## config.mk

```make
export PLATFORM = sky130hd
export DESIGN_NAME = ict_timer
export DESIGN_NICKNAME = d
export VERILOG_FILES = /design/src/ict_pkg.sv /design/src/ict_cost_if.sv /design/src/ict_cost.sv /design/src/ict_timer.sv
export SDC_FILE = /design/constraint.sdc
export NUM_CORES = 1
export LEC_CHECK = 0
export BUFFER_PORTS_ARGS = -buffer_cell sky130_fd_sc_hd__buf_4
export CORE_ASPECT_RATIO = 0.75
export CORE_MARGIN = 2
export CORE_UTILIZATION = 28
export CTS_CLUSTER_SIZE = 10
export DETAILED_ROUTE_END_ITERATION = 7
export SLEW_MARGIN = 40
export SYNTH_ARGS = -nofsm -noshare
export SYNTH_HDL_FRONTEND = slang
export SYNTH_SLANG_ARGS = --single-unit
```

## constraint.sdc

```tcl
create_clock -name clk -period 6.2 [get_ports clk]
set_clock_uncertainty 0.05 [all_clocks]
set_input_delay 0 -clock clk [delete_from_list [all_inputs] [get_ports clk]]
set_output_delay 0 -clock clk [all_outputs]
set_load 0.01 [all_outputs]
```

## src/ict_pkg.sv

```systemverilog
// Shared constants, types and helpers for the instruction cycle timing block.
package ict_pkg;

  // ----------------------------------------------------------------
  // Widths
  // ----------------------------------------------------------------
  localparam int ICT_NREG_W = 4;
  localparam int ICT_COST_W = 5;

  // ----------------------------------------------------------------
  // Cycle costs
  // ----------------------------------------------------------------
  localparam logic [ICT_COST_W-1:0] ICT_CYC_ZERO       = 5'h00;
  localparam logic [ICT_COST_W-1:0] ICT_CYC_ONE        = 5'h01;
  localparam logic [ICT_COST_W-1:0] ICT_CYC_LDST       = 5'h02;
  localparam logic [ICT_COST_W-1:0] ICT_CYC_MULTI_BASE = 5'h01;
  localparam logic [ICT_COST_W-1:0] ICT_CYC_POPRET_BASE = 5'h04;
  localparam logic [ICT_COST_W-1:0] ICT_CYC_BR_TAKEN   = 5'h03;
  localparam logic [ICT_COST_W-1:0] ICT_CYC_BR_NOT     = 5'h01;
  localparam logic [ICT_COST_W-1:0] ICT_CYC_BRANCH     = 5'h03;
  localparam logic [ICT_COST_W-1:0] ICT_CYC_BR_LINK    = 5'h04;
  localparam logic [ICT_COST_W-1:0] ICT_CYC_SLEEP      = 5'h02;
  localparam int                    ICT_SVC_DEFAULT    = 4;
  localparam int                    ICT_COST_MAX       = 31;

  // ----------------------------------------------------------------
  // Types
  // ----------------------------------------------------------------
  typedef enum logic [3:0] {
    ICT_ALU, ICT_EXTEND, ICT_ADDR_PC, ICT_ADDR_SP, ICT_LDST, ICT_MULTI,
    ICT_POP_RET, ICT_BR_COND, ICT_BR_UNCOND, ICT_BR_REG, ICT_BR_LINK_REG,
    ICT_BR_LINK_IMM, ICT_SLEEP, ICT_SVC
  } ict_class_t;

  typedef enum logic [1:0] {ICT_ST_IDLE, ICT_ST_EXEC, ICT_ST_SLEEP} ict_state_t;

  // Unconditional and register-target branches that share the three cycle cost.
  function automatic logic ict_plain_branch(input ict_class_t c);
    return (c == ICT_BR_UNCOND) || (c == ICT_BR_REG) || (c == ICT_BR_LINK_REG);
  endfunction

endpackage

```

## src/ict_cost_if.sv

```systemverilog
// Interface carrying a cost lookup between the sequencer and the cost table.
`timescale 1ns/100ps
interface ict_cost_if;
  import ict_pkg::*;
  ict_class_t              cls;
  logic [ICT_NREG_W-1:0]   nregs;
  logic                    cond_pass;
  logic [ICT_COST_W-1:0]   cost;
  modport req  (output cls, output nregs, output cond_pass, input cost);
  modport calc (input cls, input nregs, input cond_pass, output cost);
endinterface

```

## src/ict_cost.sv

```systemverilog
// Cost table: cycles an instruction class occupies the core.
`timescale 1ns/100ps
module ict_cost #(
  parameter int SVC_CYCLES = ict_pkg::ICT_SVC_DEFAULT
) (
  ict_cost_if.calc c
);
  import ict_pkg::*;

  // ----------------------------------------------------------------
  // Lookup
  // ----------------------------------------------------------------
  // Turns class, register count and condition into a cycle count.
  always_comb begin
    case (c.cls)
      ICT_LDST:        c.cost = ICT_CYC_LDST;
      ICT_MULTI:       c.cost = ICT_CYC_MULTI_BASE + {1'b0, c.nregs};
      ICT_POP_RET:     c.cost = ICT_CYC_POPRET_BASE + {1'b0, c.nregs};
      ICT_BR_COND:     c.cost = c.cond_pass ? ICT_CYC_BR_TAKEN : ICT_CYC_BR_NOT;
      ICT_BR_UNCOND,
      ICT_BR_REG,
      ICT_BR_LINK_REG: c.cost = ICT_CYC_BRANCH;
      ICT_BR_LINK_IMM: c.cost = ICT_CYC_BR_LINK;
      ICT_SLEEP:       c.cost = ICT_CYC_SLEEP;
      ICT_SVC:         c.cost = SVC_CYCLES[ICT_COST_W-1:0];
      default:         c.cost = ICT_CYC_ONE;
    endcase
  end

endmodule

```

## src/ict_timer.sv

```systemverilog
// Issue sequencer that holds each instruction for its documented cycle count.
`timescale 1ns/100ps
module ict_timer #(
  parameter int SVC_CYCLES = ict_pkg::ICT_SVC_DEFAULT
) (
  input  wire logic                          clk,
  input  wire logic                          sys_rst,
  input  wire logic                          issue_valid,
  input  wire ict_pkg::ict_class_t           issue_class,
  input  wire logic [ict_pkg::ICT_NREG_W-1:0] issue_nregs,
  input  wire logic                          cond_pass,
  input  wire logic                          wake,
  output logic                               issue_ready,
  output logic                               retire,
  output ict_pkg::ict_class_t                retire_class,
  output logic [ict_pkg::ICT_COST_W-1:0]     retire_cycles,
  output logic                               sleeping
);
  import ict_pkg::*;

  // ----------------------------------------------------------------
  // Configuration check
  // ----------------------------------------------------------------
  if (SVC_CYCLES < 1 || SVC_CYCLES > ICT_COST_MAX) begin : g_bad_svc
    $error("SVC_CYCLES must lie between 1 and 31.");
  end

  // ----------------------------------------------------------------
  // State
  // ----------------------------------------------------------------
  typedef struct packed {
    ict_state_t            st;
    logic [ICT_COST_W-1:0] cnt;
    logic                  ready;
    logic                  retire;
    logic                  sleeping;
    ict_class_t            cur_cls;
    logic [ICT_COST_W-1:0] cur_cost;
    ict_class_t            ret_cls;
    logic [ICT_COST_W-1:0] ret_cyc;
  } ict_seq_t;

  ict_seq_t s_r;
  ict_seq_t s_nxt;
  logic     accept;

  ict_cost_if cif ();

  // ----------------------------------------------------------------
  // Cost lookup
  // ----------------------------------------------------------------
  // The table sees the offered instruction directly.
  assign cif.cls       = issue_class;
  assign cif.nregs     = issue_nregs;
  assign cif.cond_pass = cond_pass;

  ict_cost #(.SVC_CYCLES(SVC_CYCLES)) u_cost (.c(cif));

  // Only an idle core takes a new instruction.
  assign accept = issue_valid && s_r.ready;

  // ----------------------------------------------------------------
  // Sequencer
  // ----------------------------------------------------------------
  // Counts down the occupied cycles and parks in sleep until a wake.
  always_comb begin
    logic done;
    done          = 1'b0;
    s_nxt         = s_r;
    s_nxt.retire  = 1'b0;
    case (s_r.st)
      ICT_ST_IDLE: begin
        if (accept) begin
          s_nxt.cur_cls  = issue_class;
          s_nxt.cur_cost = cif.cost;
          if (cif.cost == ICT_CYC_ONE) begin
            s_nxt.retire  = 1'b1;
            s_nxt.ret_cls = issue_class;
            s_nxt.ret_cyc = cif.cost;
          end else begin
            s_nxt.st    = ICT_ST_EXEC;
            s_nxt.cnt   = cif.cost - ICT_CYC_LDST;
            s_nxt.ready = 1'b0;
          end
        end
      end
      ICT_ST_EXEC: begin
        if (s_r.cnt != ICT_CYC_ZERO) begin
          s_nxt.cnt = s_r.cnt - ICT_CYC_ONE;
        end else if (s_r.cur_cls == ICT_SLEEP && !wake) begin
          s_nxt.st       = ICT_ST_SLEEP;
          s_nxt.sleeping = 1'b1;
        end else begin
          done = 1'b1;
        end
      end
      ICT_ST_SLEEP: begin
        done = wake;
      end
      default: begin
        s_nxt.st = ICT_ST_IDLE;
      end
    endcase
    if (done) begin
      s_nxt.st       = ICT_ST_IDLE;
      s_nxt.ready    = 1'b1;
      s_nxt.retire   = 1'b1;
      s_nxt.sleeping = 1'b0;
      s_nxt.ret_cls  = s_r.cur_cls;
      s_nxt.ret_cyc  = s_r.cur_cost;
    end
  end

  // Registers the whole sequencer state.
  always_ff @(posedge clk or posedge sys_rst) begin
    if (sys_rst) begin
      s_r <= '{st: ICT_ST_IDLE, cnt: ICT_CYC_ZERO, ready: 1'b1, retire: 1'b0,
               sleeping: 1'b0, cur_cls: ICT_ALU, cur_cost: ICT_CYC_ZERO,
               ret_cls: ICT_ALU, ret_cyc: ICT_CYC_ZERO};
    end else begin
      s_r <= s_nxt;
    end
  end

  // Outputs come straight from the state register.
  assign issue_ready   = s_r.ready;
  assign retire        = s_r.retire;
  assign retire_class  = s_r.ret_cls;
  assign retire_cycles = s_r.ret_cyc;
  assign sleeping      = s_r.sleeping;

  // ----------------------------------------------------------------
  // Checks
  // ----------------------------------------------------------------
  ict_class_t            h_cls;
  logic [ICT_NREG_W-1:0] h_n;
  logic                  h_cond;
  logic [ICT_COST_W-1:0] span_r;

  // Records the last accepted instruction and counts its active cycles.
  always_ff @(posedge clk or posedge sys_rst) begin
    if (sys_rst) begin
      h_cls  <= ICT_ALU;
      h_n    <= '0;
      h_cond <= 1'b0;
      span_r <= ICT_CYC_ZERO;
    end else if (accept) begin
      h_cls  <= issue_class;
      h_n    <= issue_nregs;
      h_cond <= cond_pass;
      span_r <= ICT_CYC_ONE;
    end else if (s_r.st == ICT_ST_EXEC) begin
      span_r <= span_r + ICT_CYC_ONE;
    end
  end

  a_alu_one_cycle: assert property (@(posedge clk) disable iff (sys_rst)
    retire && h_cls == ICT_ALU |-> span_r == ICT_CYC_ONE && $past(accept))
    else $error("Data processing did not retire after one cycle.");

  a_extend_one_cycle: assert property (@(posedge clk) disable iff (sys_rst)
    retire && h_cls == ICT_EXTEND |-> span_r == ICT_CYC_ONE)
    else $error("Extension or reversal did not take one cycle.");

  a_pc_addr_cycle: assert property (@(posedge clk) disable iff (sys_rst)
    retire && h_cls == ICT_ADDR_PC |-> span_r == ICT_CYC_ONE)
    else $error("Program counter address did not take one cycle.");

  a_sp_addr_cycle: assert property (@(posedge clk) disable iff (sys_rst)
    retire && h_cls == ICT_ADDR_SP |-> span_r == ICT_CYC_ONE)
    else $error("Stack pointer arithmetic did not take one cycle.");

  a_ldst_two_cycles: assert property (@(posedge clk) disable iff (sys_rst)
    accept && issue_class == ICT_LDST |=> !issue_ready ##1 retire && issue_ready)
    else $error("Single load or store did not take two cycles.");

  a_multi_span: assert property (@(posedge clk) disable iff (sys_rst)
    retire && h_cls == ICT_MULTI |-> span_r == ICT_CYC_MULTI_BASE + {1'b0, h_n})
    else $error("Multiple transfer did not take one plus N cycles.");

  a_pop_ret_span: assert property (@(posedge clk) disable iff (sys_rst)
    retire && h_cls == ICT_POP_RET |-> span_r == ICT_CYC_POPRET_BASE + {1'b0, h_n})
    else $error("Pop with return did not take four plus N cycles.");

  a_cond_branch: assert property (@(posedge clk) disable iff (sys_rst)
    retire && h_cls == ICT_BR_COND |->
      span_r == (h_cond ? ICT_CYC_BR_TAKEN : ICT_CYC_BR_NOT))
    else $error("Conditional branch took the wrong number of cycles.");

  a_branch_cycles: assert property (@(posedge clk) disable iff (sys_rst)
    retire && (ict_plain_branch(h_cls) || h_cls == ICT_BR_LINK_IMM) |->
      span_r == (h_cls == ICT_BR_LINK_IMM ? ICT_CYC_BR_LINK : ICT_CYC_BRANCH))
    else $error("Branch took the wrong number of cycles.");

  a_sleep_own_cycles: assert property (@(posedge clk) disable iff (sys_rst)
    (retire && h_cls == ICT_SLEEP |-> span_r == ICT_CYC_SLEEP) and
    (sleeping |-> h_cls == ICT_SLEEP && !issue_ready))
    else $error("Sleep hint did not take two cycles of its own.");

  a_svc_config: assert property (@(posedge clk) disable iff (sys_rst)
    retire && h_cls == ICT_SVC |-> span_r == SVC_CYCLES[ICT_COST_W-1:0])
    else $error("Supervisor call did not take the configured cycles.");

  a_one_at_time: assert property (@(posedge clk) disable iff (sys_rst)
    $rose(issue_ready) |-> retire && retire_cycles == span_r)
    else $error("Core became ready without retiring the instruction.");

endmodule

```

==> run_results.csv <==
group,metric,value,unit
synthesis,syn_nets,218,
clocking,cts_sinks,28,
global_routing,antenna_found_initial,0,
drt,drc,0,
placement,io_buffers,24,
clocking,cts_max_path_buffers,2,
synthesis,synth_edf_count,0,
power_and_ir_drop,p_per_area,378,nW/µm²
drt,drt_iter0_markers,100,
power_and_ir_drop,switchingPower,0.318,mW
timing,min_period,2.62,ns
timing,setup_ws,3.58,ns
placement,gp_congestion,0.832,
global_routing,grt_pass1_wl,7110,µm
synthesis,yosysTopAreaCell,"dfrtp_1",
drt,first_pass_iters,4,
timing,fin_crit_sh,0.422,
critical_path,crit_fanout,7,
global_routing,grt_max_degree,29,
floorplanning,initial_core_util,0.294,
timing,rsz0062_at_grt,"false",
timing,setup_tns,0,ns
clocking,cts_tree,"built",
flow_run,cap_violations,0,
power_and_ir_drop,seqPwrFrac,0.387,
critical_path,cp.required,6.33,ns
timing,tightest_slew,0.649,ns
status,status,"complete, no violations",
timing,slew_viol_final,0,
power_and_ir_drop,swShare,0.394,
drt,ant_nets,0,
cells_and_area,num_antenna_cells,0,
critical_path,critPathKind,"register to register",
critical_path,worstSetupEndpoint,"retire_class[2]$_DFFE_PP0P_",
power_and_ir_drop,leakage,0.974,nW
worst_hold_path,hold_class,"primary input to register",
placement,dp_slack,3.63,ns
synthesis,synth_top_cell_area_share,0.358,
synthesis,synth-seq-cells,28,
floorplanning,rows,25,
synthesis,ys_seq_area_frac,0.372,
cells_and_area,multi_input_area,1010,µm²
drt,wl_per_cell,14.4,µm
global_routing,grt-busiest-layer,"met1",
synthesis,async_flop_share,1.00,
synthesis,netlist_top_cells_area,"dfrtp_1, nand2_1, ha_1",
synthesis,yosys.cell_types.count,52,
global_routing,grt_pass1_vias,1341,
cells_and_area,ff_latch_area,702,µm²
cells_and_area,drive_above_1_share,0.229,
clocking,cts-buffers-inserted,3,
critical_path,r2r_start,"s_r[21]$_DFFE_PP0P_",
timing,max_freq,382,MHz
global_routing,grt_overflow,0,
global_routing,met2_usage,0.156,
cells_and_area,layout_common_cells,"nand2_1, dfrtp_1, buf_4",
clocking,cts_root_buffer,"clkbuf_8",
power_and_ir_drop,p_clk_frac,0.146,
placement,dp_hpwl,3130,µm
critical_path,crit_path_start_kind,"register",
floorplanning,ios,25,
synthesis,postSynthCellCount,197,
power_and_ir_drop,p_comb_frac,0.467,
drt,via_count,1448,
floorplanning,dieArea,7420,µm²
synthesis,synth_warnings,0,
global_routing,grtUsageTotal,0.121,
clocking,clk_pin_slew,0.10,ns
cells_and_area,syn_to_final_growth,13.1,%
critical_path,rrSetupSlack,3.58,ns
floorplanning,core-area,6410,µm²
timing,setup_viol,0,
global_routing,gr-usage-met1,0.193,
global_routing,met3_usage,0.0362,
synthesis,synthFlopType,"dfrtp_1",
cells_and_area,num-nets-final,232,
floorplanning,die_y,75.1,µm
timing,max_slew_margin,0.566,
critical_path,r2r_cells,8,
timing,hold_viol_final,0,
cells_and_area,final_common_cell,"nand2_1",
drt,postRouteWirelength,4200,µm
critical_path,arrival,2.74,ns
clocking,ctsResizeCount,0,
critical_path,cp-startpoint,"s_r[21]$_DFFE_PP0P_",
power_and_ir_drop,ir_drop,0.107,mV
critical_path,rr_endpoint,"retire_class[2]$_DFFE_PP0P_",
drt,via_per_inst,4.98,
floorplanning,die_w,98.8,µm
power_and_ir_drop,internal_power,0.489,mW
clocking,htree_levels,1,
critical_path,crit_path_end_kind,"register",
cells_and_area,nFillCells,639,
synthesis,syn_avg_cell_area,9.58,µm²
synthesis,netlist_area,1890,µm²
clocking,clk-insertion-delay-late,0.28,ns
## per-stage QoR
stage / power [mW] / instance area [µm²] / utilization / hold slack, ns / cells
2_1_floorplan: 0.604 / 1890 / - / 0.0147 / 197
3_3_place_gp: 0.688 / 2040 / 0.318 / 0.252 / 283
3_5_place_dp: 0.690 / 2040 / 0.318 / 0.0687 / 283
4_1_cts: 0.810 / 2140 / 0.333 / 0.0462 / 291
5_1_grt: 0.871 / 2140 / 0.333 / 0.0764 / 291
6_report: 0.807 / 2140 / 0.333 / 0.0410 / 291
## logic make-up after synthesis
| logic type | share of synthesized area |
|---|---|
| xor+xnor | 0.0139 |
| flops | 0.372 |
| buf+inv | 0.0908 |
| fa+ha+maj | 0.0530 |
| simple gates | 0.221 |
| compound gates | 0.164 |
| mux | 0.0848 |
## flip-flops by register name (all words and copies together), names as in the netlist
name,count
s_r,16
issue_ready,1
retire_class,4
retire_cycles,5
retire,1
sleeping,1
## worst min path at each step
stage	depth (start not counted)	slack, ns	endpoint	from
finish	3	0.04	s_r[15]$_DFFE_PP0P_	issue_class[1]
global placement	3	0.25	s_r[17]$_DFFE_PP0P_	issue_class[3]
floorplan	1	0.01	retire$_DFF_PP0_	sys_rst
detailed placement	2	0.07	s_r[27]$_DFFE_PP0P_	sys_rst
CTS	3	0.05	s_r[15]$_DFFE_PP0P_	issue_class[1]
global route	3	0.08	s_r[15]$_DFFE_PP0P_	issue_class[1]
## power by group through the flow
stage	Combinational, mW	Sequential, mW	Clock (mW)
floorplan	0.304	0.300	0
global placement	0.373	0.314	0
detailed placement	0.374	0.315	0
CTS	0.378	0.312	0.120
global route	0.424	0.322	0.125
finish	0.377	0.312	0.118
## what timing repair did
item                      CTS  global route
hold buffers                4             0
buffers inserted            0             0
hold endpoints to repair   30             0
## cell type report
cell class | instances | area share
clock buffers | 4 | 0.0258
inverters | 10 | 0.0199
multi-input cells | 140 | 0.475
flip-flops and latches | 28 | 0.329
well taps | 81 | 0.0475
repair buffers | 28 | 0.103
## worst max-delay path, cell delays in order, from the launching register on
cell and delay (ns):
dfrtp_1 0.41, inv_1 0.12, ha_1 0.21, nor4b_2 0.41, nand2_1 0.15, o21ai_1 0.18, and2_1 0.33, mux2_2 0.38
mux2_4 0.26
## metal layers
metal | vias to the layer above | part of all wire
met1 | 667 | 0.55
met2 | 52 | 0.37
met5 | - | 0
met3 | 4 | 0.072
met4 | 0 | 0.010
li1 | 725 | -
## synth_stat cells, drive strengths merged (2+ instances only)
master,instances
xor2,2
a41oi,2
o31ai,2
buf,13
clkbuf,6
nor3,6
nor3b,2
and2,3
or2,2
a31oi,4
nand2b,3
a311o,2
a22o,3
o21a,2
nand2,28
nand3,5
a21oi,5
dfrtp,27
mux2,9
mux2i,4
and3b,3
nor2b,3
nand4,4
and4,2
nor4b,2
nor2,6
o211ai,3
o21ai,13
and3,2
ha,8
inv,10
No activity file was read; power rests on OpenSTA's default activity.
